File: src/shared/pcp_map.svh
// Summary of operation
// - Twelve-bit counter spans 4K-word program space.
// - Reset loads counter with top-of-memory vector.
// - Hardware interrupt jumps to fixed vector 0x008.
// - Software interrupt jumps to vector 0x002.
// - Near branch field gives low ten bits.
// - Page buffer bits 3:2 give upper bits.
// - Return restores all twelve bits from stack.
// - Return stack holds five entries.
// - Single-cycle instructions; branches take two cycles.
// - Far branches reach any address directly.
// - Page-select instruction writes lasting page bits.
// - Low reset pin holds device in reset.
// - Second interrupt input: falling edge, pull-up.
// - Counter low byte mapped at data address 0x02.
`ifndef PCP_MAP_SVH
`define PCP_MAP_SVH

// ==========================================================================
// Program space and vectors
// ==========================================================================
`define PCP_PC_W        12
`define PCP_NEAR_W      10
`define PCP_RESET_VEC   12'hfff
`define PCP_HW_VEC      12'h008
`define PCP_SW_VEC      12'h002
`define PCP_PC_ONE      12'h001

// ==========================================================================
// Page buffer and data-memory mapping
// ==========================================================================
`define PCP_PAGE_HI     3
`define PCP_PAGE_LO     2
`define PCP_PAGE_RST    8'h00
`define PCP_PCL_ADDR    8'h02

// ==========================================================================
// Return stack
// ==========================================================================
`define PCP_STK_DEPTH   5
`define PCP_STK_LAST    3'h4
`define PCP_STK_FULL    3'h5

`endif

File: src/shared/pcp_pkg.sv
package pcp_pkg;

    // ======================================================================
    // Types shared by the sequencer and its return stack
    // ======================================================================

    // A full program-memory word address.
    typedef logic [11:0] pcp_addr_t;

    // Kinds of flow-affecting operation handed over by the decoder.
    typedef enum logic [3:0] {
        OP_SEQ,
        OP_NEAR_GOTO,
        OP_NEAR_CALL,
        OP_FAR_GOTO,
        OP_FAR_CALL,
        OP_RETURN,
        OP_SOFT_INT,
        OP_PAGE_SEL
    } pcp_op_t;

    // Sequencer states: normal issue, or the discarded second branch cycle.
    typedef enum logic {
        ST_RUN,
        ST_FLUSH
    } pcp_state_t;

endpackage

File: src/hw/pcp_stack.sv
`timescale 1ns/1ps
`include "pcp_map.svh"

// ==========================================================================
// Five-entry hardware return stack
// ==========================================================================
// Circular storage: a push beyond five entries overwrites the oldest one,
// which matches the usual behaviour of small fixed hardware stacks and
// avoids any error path the core would have to handle.
module pcp_stack (
    input  wire logic              clk,       // Core clock.
    input  wire logic              rst_n,     // Synchronous reset, active low.
    input  wire logic              push,      // Store push_data on top.
    input  wire logic              pop,       // Drop the top entry.
    input  wire pcp_pkg::pcp_addr_t push_data, // Return address to store.
    output pcp_pkg::pcp_addr_t     top_data,  // Current top entry.
    output logic [2:0]             depth      // Number of valid entries.
);

    pcp_pkg::pcp_addr_t mem [`PCP_STK_DEPTH]; // Entry storage.
    logic [2:0]         ptr;                  // Index of the next free slot.

    // Wrap an index around the five slots.
    function automatic logic [2:0] wrap_inc(input logic [2:0] i);
        wrap_inc = (i == `PCP_STK_LAST) ? 3'h0 : i + 3'h1;
    endfunction

    function automatic logic [2:0] wrap_dec(input logic [2:0] i);
        wrap_dec = (i == 3'h0) ? `PCP_STK_LAST : i - 3'h1;
    endfunction

    // Storage write on a push.
    always_ff @(posedge clk) begin
        if (push) begin
            mem[ptr] <= push_data;
        end
    end

    // Pointer and depth bookkeeping.
    always_ff @(posedge clk) begin
        if (!rst_n) begin
            ptr   <= 3'h0;
            depth <= 3'h0;
        end else if (push) begin
            ptr <= wrap_inc(ptr);
            if (depth != `PCP_STK_FULL) begin
                depth <= depth + 3'h1;
            end
        end else if (pop) begin
            ptr <= wrap_dec(ptr);
            if (depth != 3'h0) begin
                depth <= depth - 3'h1;
            end
        end
    end

    assign top_data = mem[wrap_dec(ptr)];
endmodule

File: src/hw/pcp_core.sv
`timescale 1ns/1ps
`include "pcp_map.svh"

// ==========================================================================
// Program counter sequencer with paging and return stack
// ==========================================================================
// The decoder presents one operation per instruction slot against the
// address on FETCH_ADDR. A branch spends a second cycle in which nothing is
// accepted, standing for the discarded prefetch of the old stream.
module pcp_core (
    input  wire logic              CLK,                  // Core clock, 125 MHz.
    input  wire logic              RST_N,                // Reset pin, active low.
    input  wire logic              OP_VALID,             // Decoder offers an op.
    output logic                   OP_READY,             // Op taken this cycle.
    input  wire pcp_pkg::pcp_op_t  OP_KIND,              // Kind of operation.
    input  wire pcp_pkg::pcp_addr_t OP_TARGET,           // Branch target field.
    input  wire logic [1:0]        OP_PAGE,              // Page-select operand.
    input  wire logic              HW_IRQ_TAKE,          // Controller takes irq.
    output logic                   HW_IRQ_ACK,           // Vector taken pulse.
    input  wire logic              DMEM_WE,              // Data write strobe.
    input  wire logic [7:0]        DMEM_ADDR,            // Data write address.
    input  wire logic [7:0]        DMEM_WDATA,           // Data write value.
    output logic [7:0]             PC_LOW_BYTE,          // Counter low byte.
    output pcp_pkg::pcp_addr_t     FETCH_ADDR,           // Program fetch address.
    output logic [7:0]             PROGRAM_PAGE_BUFFER,  // Page buffer contents.
    output logic [2:0]             STACK_DEPTH,          // Valid stack entries.
    input  wire logic              SECOND_EXT_IRQ_INPUT, // Interrupt pin 1.
    output logic                   SECOND_EXT_IRQ_PULLUP,// Weak pull-up enable.
    output logic                   SECOND_EXT_IRQ_EDGE   // Falling edge pulse.
);

    // ======================================================================
    // State
    // ======================================================================
    pcp_pkg::pcp_addr_t pc;          // Program counter.
    pcp_pkg::pcp_addr_t next_pc;     // Counter value for the next cycle.
    pcp_pkg::pcp_state_t state;      // Run or branch flush.
    logic [7:0]         page_buffer; // Page buffer register.
    pcp_pkg::pcp_addr_t stack_top;   // Top of the return stack.
    logic               push;        // Stack push this cycle.
    logic               pop;         // Stack pop this cycle.
    pcp_pkg::pcp_addr_t push_data;   // Return address pushed.
    logic               accept;      // Operation taken this cycle.
    logic               irq_take;    // Interrupt vector taken this cycle.
    logic               pcl_write;   // Data write hits the low byte.
    logic               branch;      // Taken op changes the flow.
    logic [2:0]         pin_sync;    // Pin synchroniser chain.
    logic               pin_level;   // Filtered pin level.

    // Counter plus one, used for sequencing and call return addresses.
    function automatic pcp_pkg::pcp_addr_t pc_inc(input pcp_pkg::pcp_addr_t a);
        pc_inc = a + `PCP_PC_ONE;
    endfunction

    // Near target: page buffer bits on top of the ten-bit field.
    function automatic pcp_pkg::pcp_addr_t near_target(input logic [7:0] pb,
                                                       input pcp_pkg::pcp_addr_t t);
        near_target = {pb[`PCP_PAGE_HI:`PCP_PAGE_LO], t[`PCP_NEAR_W-1:0]};
    endfunction

    // ======================================================================
    // Issue control
    // ======================================================================
    // Interrupts are only taken between instructions in the run state, so a
    // half-finished branch is never split; the pending op simply waits.
    always_comb begin
        irq_take  = (state == pcp_pkg::ST_RUN) && HW_IRQ_TAKE;
        OP_READY  = (state == pcp_pkg::ST_RUN) && !HW_IRQ_TAKE;
        accept    = OP_READY && OP_VALID;
        pcl_write = accept && DMEM_WE && (DMEM_ADDR == `PCP_PCL_ADDR);
        branch    = accept && (pcl_write
                    || (OP_KIND != pcp_pkg::OP_SEQ && OP_KIND != pcp_pkg::OP_PAGE_SEL));
    end

    // Next counter value and stack traffic.
    always_comb begin
        next_pc   = pc;
        push      = 1'b0;
        pop       = 1'b0;
        push_data = pc_inc(pc);
        if (irq_take) begin
            push      = 1'b1;
            push_data = pc;              // Interrupted op runs after return.
            next_pc   = `PCP_HW_VEC;
        end else if (accept) begin
            case (OP_KIND)
                pcp_pkg::OP_NEAR_GOTO: begin
                    next_pc = near_target(page_buffer, OP_TARGET);
                end
                pcp_pkg::OP_NEAR_CALL: begin
                    push    = 1'b1;
                    next_pc = near_target(page_buffer, OP_TARGET);
                end
                pcp_pkg::OP_FAR_GOTO: begin
                    next_pc = OP_TARGET;
                end
                pcp_pkg::OP_FAR_CALL: begin
                    push    = 1'b1;
                    next_pc = OP_TARGET;
                end
                pcp_pkg::OP_RETURN: begin
                    pop     = 1'b1;
                    next_pc = stack_top;
                end
                pcp_pkg::OP_SOFT_INT: begin
                    push    = 1'b1;
                    next_pc = `PCP_SW_VEC;
                end
                default: begin
                    // Low-byte write keeps the upper bits and reloads the rest.
                    next_pc = pcl_write ? {pc[11:8], DMEM_WDATA} : pc_inc(pc);
                end
            endcase
        end
    end

    // ======================================================================
    // Registers
    // ======================================================================
    // Program counter; reset starts fetching from the top of memory.
    always_ff @(posedge CLK) begin
        if (!RST_N) begin
            pc <= `PCP_RESET_VEC;
        end else begin
            pc <= next_pc;
        end
    end

    // Branch timing: one flush cycle after every flow change.
    always_ff @(posedge CLK) begin
        if (!RST_N) begin
            state <= pcp_pkg::ST_RUN;
        end else begin
            case (state)
                pcp_pkg::ST_RUN: begin
                    if (branch || irq_take) begin
                        state <= pcp_pkg::ST_FLUSH;
                    end
                end
                pcp_pkg::ST_FLUSH: begin
                    state <= pcp_pkg::ST_RUN;
                end
                default: begin
                    state <= pcp_pkg::ST_RUN;
                end
            endcase
        end
    end

    // Page buffer; the page bits hold until the next page select.
    always_ff @(posedge CLK) begin
        if (!RST_N) begin
            page_buffer <= `PCP_PAGE_RST;
        end else if (accept && OP_KIND == pcp_pkg::OP_PAGE_SEL) begin
            page_buffer[`PCP_PAGE_HI:`PCP_PAGE_LO] <= OP_PAGE;
        end
    end

    // Interrupt acknowledge pulse, registered for the controller.
    always_ff @(posedge CLK) begin
        if (!RST_N) begin
            HW_IRQ_ACK <= 1'b0;
        end else begin
            HW_IRQ_ACK <= irq_take;
        end
    end

    // ======================================================================
    // Second external interrupt pin
    // ======================================================================
    // Three flops; the level changes only when the last two agree, which
    // also rejects a single-cycle glitch on the pin.
    always_ff @(posedge CLK) begin
        if (!RST_N) begin
            pin_sync <= 3'h7;
        end else begin
            pin_sync <= {pin_sync[1:0], SECOND_EXT_IRQ_INPUT};
        end
    end

    // Filtered level and falling edge pulse.
    always_ff @(posedge CLK) begin
        if (!RST_N) begin
            pin_level           <= 1'b1;
            SECOND_EXT_IRQ_EDGE <= 1'b0;
        end else begin
            SECOND_EXT_IRQ_EDGE <= 1'b0;
            if (pin_sync[2] == pin_sync[1]) begin
                pin_level <= pin_sync[2];
                SECOND_EXT_IRQ_EDGE <= pin_level && !pin_sync[2];
            end
        end
    end

    assign SECOND_EXT_IRQ_PULLUP = 1'b1;

    // ======================================================================
    // Return stack and outputs
    // ======================================================================
    pcp_stack u_stack (
        .clk       (CLK),
        .rst_n     (RST_N),
        .push      (push),
        .pop       (pop),
        .push_data (push_data),
        .top_data  (stack_top),
        .depth     (STACK_DEPTH)
    );

    assign FETCH_ADDR          = pc;
    assign PC_LOW_BYTE         = pc[7:0];
    assign PROGRAM_PAGE_BUFFER = page_buffer;
endmodule

File: config.mk
export PLATFORM = sky130hd
export DESIGN_NAME = pcp_core
export DESIGN_NICKNAME = d
export VERILOG_FILES = /design/src/shared/pcp_pkg.sv /design/src/hw/pcp_stack.sv /design/src/hw/pcp_core.sv
export VERILOG_INCLUDE_DIRS = /design/src /design/src/shared
export SDC_FILE = /design/constraint.sdc
export NUM_CORES = 1
export LEC_CHECK = 0
export BUFFER_PORTS_ARGS = -buffer_cell sky130_fd_sc_hd__buf_2
export CAP_MARGIN = 10
export CORE_ASPECT_RATIO = 1.2
export CORE_MARGIN = 2
export CORE_UTILIZATION = 38
export CTS_BUF_LIST = sky130_fd_sc_hd__clkbuf_4 sky130_fd_sc_hd__clkbuf_8
export CTS_CLUSTER_SIZE = 20
export DETAILED_ROUTE_END_ITERATION = 10
export PLACE_DENSITY = 0.67
export SLEW_MARGIN = 5
export SYNTH_ARGS = -nofsm -noshare
export SYNTH_HDL_FRONTEND = slang
export SYNTH_SLANG_ARGS = --single-unit
File: constraint.sdc
create_clock -name CLK -period 3.4 [get_ports CLK]
set_clock_uncertainty 0.05 [all_clocks]
set_input_delay 0 -clock CLK [delete_from_list [all_inputs] [get_ports CLK]]
set_output_delay 0 -clock CLK [all_outputs]
set_load 0.02 [all_outputs]
* Word level (Yosys, flattened, before mapping) *
Memory sizes are Yosys's and may differ from the RTL's.
Cells that the tools add are included.
Widths: inputs -> output; s select.

word-level totals
  register bits after elaboration = 27
  RAM bits = 60
  input bits = 40
  output and inout bits = 35
  logic and storage cells = 82
  memories kept = 1

operators by class
  add/subtract/negate cells = 5
  equality and inequality tests = 14
  mux-type cells = 23
  bitwise logic cells = 2
  reduce and logical (&&, ||, !) cells = 26

memory list
  memory       depth  width  read ports  clocked after memory_dff  write ports  line             source
  u_stack.mem  5      12     1           0                         1            pcp_stack.sv:20  pcp_pkg::pcp_addr_t mem [`PCP_STK_DEPTH];

operator list
  operator               count
  $mux 12                4
  $pmux 12 s4            1
  $mux 3                 8
  $eq 4x3->1 const B     4
  $add 12x1->12 const B  1
  $logic_and 1x1->1      9
  $mux 1                 9
  $eq 4x2->1 const B     2
  $eq 8x2->1 const B     1
  $add 3x1->3 const B    2
  $ne 6x4->1 const B     1
  $reduce_bool 2->1      3
  $reduce_or 2->1        3
  $sub 3x1->3 const B    2
  $eq 4x1->1 const B     1
  $ne 4x3->1 const B     1
  $reduce_and 2->1       2
  $reduce_bool 4->1      1
  $eq 3x3->1 const B     1
  $logic_not 3->1        1
  $ne 3x3->1 const B     1
  $reduce_and 3->1       1
  $reduce_bool 3->1      1
  $reduce_or 3->1        1
  6 further kinds        9

* Logic depth before layout (Yosys ltp) *
  word-level depth = 10
  depth in mapped cells = 12
  depth with buffers taken out = 8

* Modules after synthesis *
A second synthesis with hierarchy kept.

second synthesis, totals
  cells, all modules = 438
  area, all modules = 4753.3 um^2

by module, submodules not included
  module     times used  cells an instance  area an instance (um^2)  seq. area each (um^2)
  pcp_stack  1           190                2845.2                   1921.8
  pcp_core   1           248                1908.1                   420.4

* Worst setup path after synthesis *
No wires, ideal clock.

  path type = flip-flop to flip-flop
  start point = reg state
  end point = mem u_stack.mem[0][0] (netlist name) (enable)
  library setup time = 0.412 ns
  arrival = 2.296 ns
  data required time = 2.938 ns
  slack = 0.642 ns
  stages on the path, launching flop included = 7
  buffers on the path = 2
  period minus slack after synthesis = 2.758 ns
  cell sequence = dfxtp_1 nand2b_1 buf_6 o31a_4 buf_6 or2_1 nor4_1

on the way
  cells in the longest elaborated chain, start to end = 7
  elaborated cells between the ends (all ways) = 8
  classes of those cells = mux (4); bitwise (1); reduce/logical (3)

ends and longest elaborated chain
  item                              line             source
  from (decl)                       pcp_core.sv:37   pcp_pkg::pcp_state_t state;
  from (signal assigned)            pcp_core.sv:132  state <= pcp_pkg::ST_RUN;
  from (signal assigned)            pcp_core.sv:137  state <= pcp_pkg::ST_FLUSH;
  from (signal assigned)            pcp_core.sv:141  state <= pcp_pkg::ST_RUN;
  $not 1->1 (*)                     --
  $logic_and 1x1->1                 pcp_core.sv:68   OP_READY = (state == pcp_pkg::ST_RUN) && !HW_IRQ_TAKE;
  $logic_and 1x1->1                 pcp_core.sv:69   accept = OP_READY && OP_VALID;
  $mux 1                            pcp_core.sv:85   end else if (accept) begin
  $mux 1 (*)                        pcp_core.sv:81   if (irq_take) begin
  $mux 1 (*)                        pcp_stack.sv:34  if (push) begin
  $mux 1 (not written as such) (*)  pcp_stack.sv:35  mem[ptr] <= push_data;
  to (decl)                         pcp_stack.sv:20

Every way passes the cells marked *; elsewhere a longest branch is shown, timed or not.

* Final worst setup path *
  start point = reg u_stack.ptr[0]
  end point = reg pc[2] (netlist: FETCH_ADDR[2])

on the way
  cells in the longest elaborated chain, start to end = 6
  elaborated cells between the ends (all ways) = 7
  classes of those cells = add/sub (1); mux (4); reduce/logical (1); memory (1)

ends and longest elaborated chain
  item                                                   line             source
  from (decl)                                            pcp_stack.sv:21  logic [2:0] ptr;
  from (signal assigned)                                 pcp_stack.sv:45  ptr <= wrap_inc(ptr);
  from (signal assigned)                                 pcp_stack.sv:50  ptr <= wrap_dec(ptr);
  $sub 3x1->3 / $logic_not 3->1 (equally long branches)  pcp_stack.sv:29  wrap_dec = (i == 3'h0) ? `PCP_STK_LAST : i - 3'h1;
  $mux 3 (*)                                             pcp_stack.sv:29
  $mem_v2 5x12 (*)                                       --
  $pmux 12 s4 (*)                                        pcp_core.sv:86   case (OP_KIND)
  $mux 12 (*)                                            pcp_core.sv:85
  $mux 12 (*)                                            pcp_core.sv:81
  to (signal assigned)                                   pcp_core.sv:123  pc <= `PCP_RESET_VEC;
  to (signal assigned)                                   pcp_core.sv:125  pc <= next_pc;
  to (decl)                                              pcp_core.sv:35   pcp_pkg::pcp_addr_t pc;

Every way passes the cells marked *; elsewhere a longest branch is shown, timed or not. The select of a mux whose other input is x is not followed.
A chain may end at the register's enable or synchronous reset.

==> results_dict.tcl <==
set metrics [dict create \
    outcome "completed" \
    synth_cell_types 69 \
    grt_use_total_pct 18.5 \
    ioPinCount 75 \
    cp_max_fo 17 \
    finalSetupViolCount 0 \
    drc 0 \
    power.density_nw_per_um2 504 \
    viasPerCell 5.49 \
    hp-start "DMEM_WDATA[5]" \
    crit_path_start "u_stack.ptr[0]$_SDFFE_PN0P_" \
    syn_to_final_growth_pct 17.6 \
    ant_nets 0 \
    clk_pin_slew_ps 90 \
    worstSetupStartpointType "register" \
    grt_pass1_vias 3458 \
    ys.flop_type "edfxtp_1" \
    synthArstFlopShare_pct 0 \
    leakagePower_nw 1.90 \
    design_area_um2 5320 \
    setup_ws_ps 313 \
    tritoncts "yes" \
    wl_mm 11.4 \
    wl_per_cell_um 17.2 \
    timing.rr.start "u_stack.ptr[0]$_SDFFE_PN0P_" \
    avgSynthCellArea_um2 10.5 \
    core-area_um2 11600 \
    grt_start_max_net_pins 22 \
    post-synth-top-count-cell "edfxtp_1" \
    ys_seq_area_share_pct 51.7 \
    rows 43 \
    yosysTopAreaCellShare_pct 39.8 \
    cts_buffers 9 \
    hp-class "input port to register" \
    clock-sinks 87 \
    fp.dieW_um 104 \
    drt_iter0_drc 333 \
    yosysTopAreaCell "edfxtp_1" \
    endpoint_kind "register" \
    grt_pass1_wl_mm 18.2 \
    max_cap_viol_count 0 \
    clk_latency_ps 360 \
    synth_edf_count 60 \
    synth_area_um2 4530 \
    postCtsSetupRepairBufs 0 \
    post-route-period-util_pct 90.8 \
    start_util_pct 39.1 \
    worstRegToRegCells 10 \
    antenna_found_initial 0 \
    gr-total-overflow 0 \
    pre_cts_ws_ps 672 \
    via_count 3642 \
    cts_resized 0 \
    grt_setup_unrepaired "no" \
    whs_path_depth 4 \
    cp_data_required_time_ps 3660 \
    syn_inst 431 \
    n_antenna_cell 0 \
    synth-seq-cells 87 \
    synth_commonest_cells "edfxtp_1, nor2_1, nand2_1" \
    hold_violations 0 \
    gp_congestion 0.894 \
    die_h_um 124 \
    final_nets 546 \
    drt-pass1-iter-count 4 \
    worst_hold_slack_ps 14.4 \
    worst_pin_slew_ps 775 \
    clockBufferDepth 2 \
    slew_violations 0 \
    fin_setup_tns_ps 0 \
    slew_headroom_pct 48.0 \
    max_freq_mhz 324 \
    yosys-top-cells-area "edfxtp_1, dfxtp_1, nor2_1" \
    cts-root-buf "clkbuf_8" \
    placed_area_um2 4940 \
    numPortBuffers 67 \
    period_minus_slack_ps 3090 \
    worstPathArrival_ps 3350 \
    h-tree-depth 3 \
    dieArea_um2 12800 \
    final_layout_size_suffix_gt1_share_pct 21.7 \
    ir_drop_mv 0.242 \
    critical_path_class "register to register" \
    dp_hpwl_mm 8.24 \
    yosys_warnings 0 \
]
-- worst max-delay path: stages, from the launching register on --
cell and delay [ps]:
dfxtp_1 320, buf_4 210, clkinv_1 110, buf_4 210
ha_1 250, and2_1 210, or2_1 290, nor3_1 530
a221oi_1 180, nand4_1 130, dlygate4sd3_1 540
-- final timing paths --
kind | end | slack (ps)
worst max-delay path | FETCH_ADDR[2]$_SDFFE_PN1P_ | 310
worst min register to register | pin_sync[1]$_SDFF_PN1_ | 360
worst min-delay path | FETCH_ADDR[5]$_SDFFE_PN1P_ | 10
worst max register to register | FETCH_ADDR[2]$_SDFFE_PN1P_ | 310
-- cells by family (layout without fill, tap and decap cells) --
group	count (synthesis)	after routing	synth area share [%]
AOI/OAI and AO/OA	99	99	16.0
xor gates and xnor gates	20	20	3.87
adders and majority gates	7	7	1.99
buffers and inverters	50	120	5.94
DFF	87	87	51.7
muxes	7	7	1.88
other	2	7	0.166
and+or+nand+nor	159	159	18.4
-- what timing repair did --
item / 4_1_cts / 5_1_grt
hold buffers: 17 / 0
endpoints found under the hold margin: 15 / 0
setup endpoints to repair: 0 / 0
-- report_power, final --
group	internal [W]	switching (W)	leakage, nW
Combinational	0.000224	0.000384	1.03
Sequential	0.00123	0.0000673	0.762
Clock	0.000419	0.000355	0.107
Total	0.00188	0.000807	1.90
-- layer usage --
layer	wire (um)	share of wire, %	up-vias	track usage [%]
met1	4810	42	1767	22.0
met4	344	3.0	0	9.80
li1	-	-	1729	-
met5	0	0	-	0
met3	651	5.7	20	3.43
met2	5600	49	126	32.1
-- registers in the layout (all words and copies together), names as in the netlist --
register / cells
u_stack.mem: 60
FETCH_ADDR: 12
pin_sync: 3
u_stack.depth: 3
u_stack.ptr: 3
PROGRAM_PAGE_BUFFER: 2
HW_IRQ_ACK: 1
SECOND_EXT_IRQ_EDGE: 1
pin_level: 1
state: 1
-- placed cells by master (no fill, tap or decap), drive strengths merged, types with 4 or more instances in the layout --
| cell type | Yosys | final |
|---|---|---|
| or2 | 5 | 5 |
| clkbuf | 15 | 10 |
| or3 | 7 | 7 |
| and3 | 4 | 4 |
| nand2 | 33 | 33 |
| conb | 2 | 7 |
| ha | 4 | 4 |
| nand4 | 9 | 9 |
| a211oi | 4 | 4 |
| nor2 | 45 | 45 |
| dlygate4sd3 | 0 | 17 |
| xnor2 | 8 | 8 |
| a221oi | 10 | 10 |
| dfxtp | 27 | 27 |
| nor3 | 13 | 13 |
| a2111o | 4 | 4 |
| o21ai | 14 | 14 |
| a211o | 5 | 5 |
| mux2i | 5 | 5 |
| o22ai | 14 | 14 |
| nand2b | 9 | 9 |
| nand3 | 13 | 13 |
| edfxtp | 60 | 60 |
| xor2 | 12 | 12 |
| o31ai | 5 | 5 |
| clkinv | 2 | 5 |
| buf | 26 | 78 |
| inv | 7 | 7 |
| a21oi | 16 | 16 |
-- stage by stage --
stage          util, %  cells  total power [W]
2_1_floorplan        -    436          0.00174
3_3_place_gp      42.7    630          0.00189
3_5_place_dp      42.7    630          0.00191
4_1_cts           46.0    663          0.00270
5_1_grt           46.0    663          0.00281
6_report          46.0    663          0.00268
-- cell type report --
type / instances / area (um^2)
clock inverters: 6 / 85.1
flip-flops and latches: 87 / 2340
repair buffers: 95 / 588
fillers: 1042 / 6240
inverters: 9 / 33.8
clock buffers: 10 / 131
multi-input cells: 299 / 1950
well taps: 157 / 196
No activity file was read; power rests on OpenSTA's default activity.
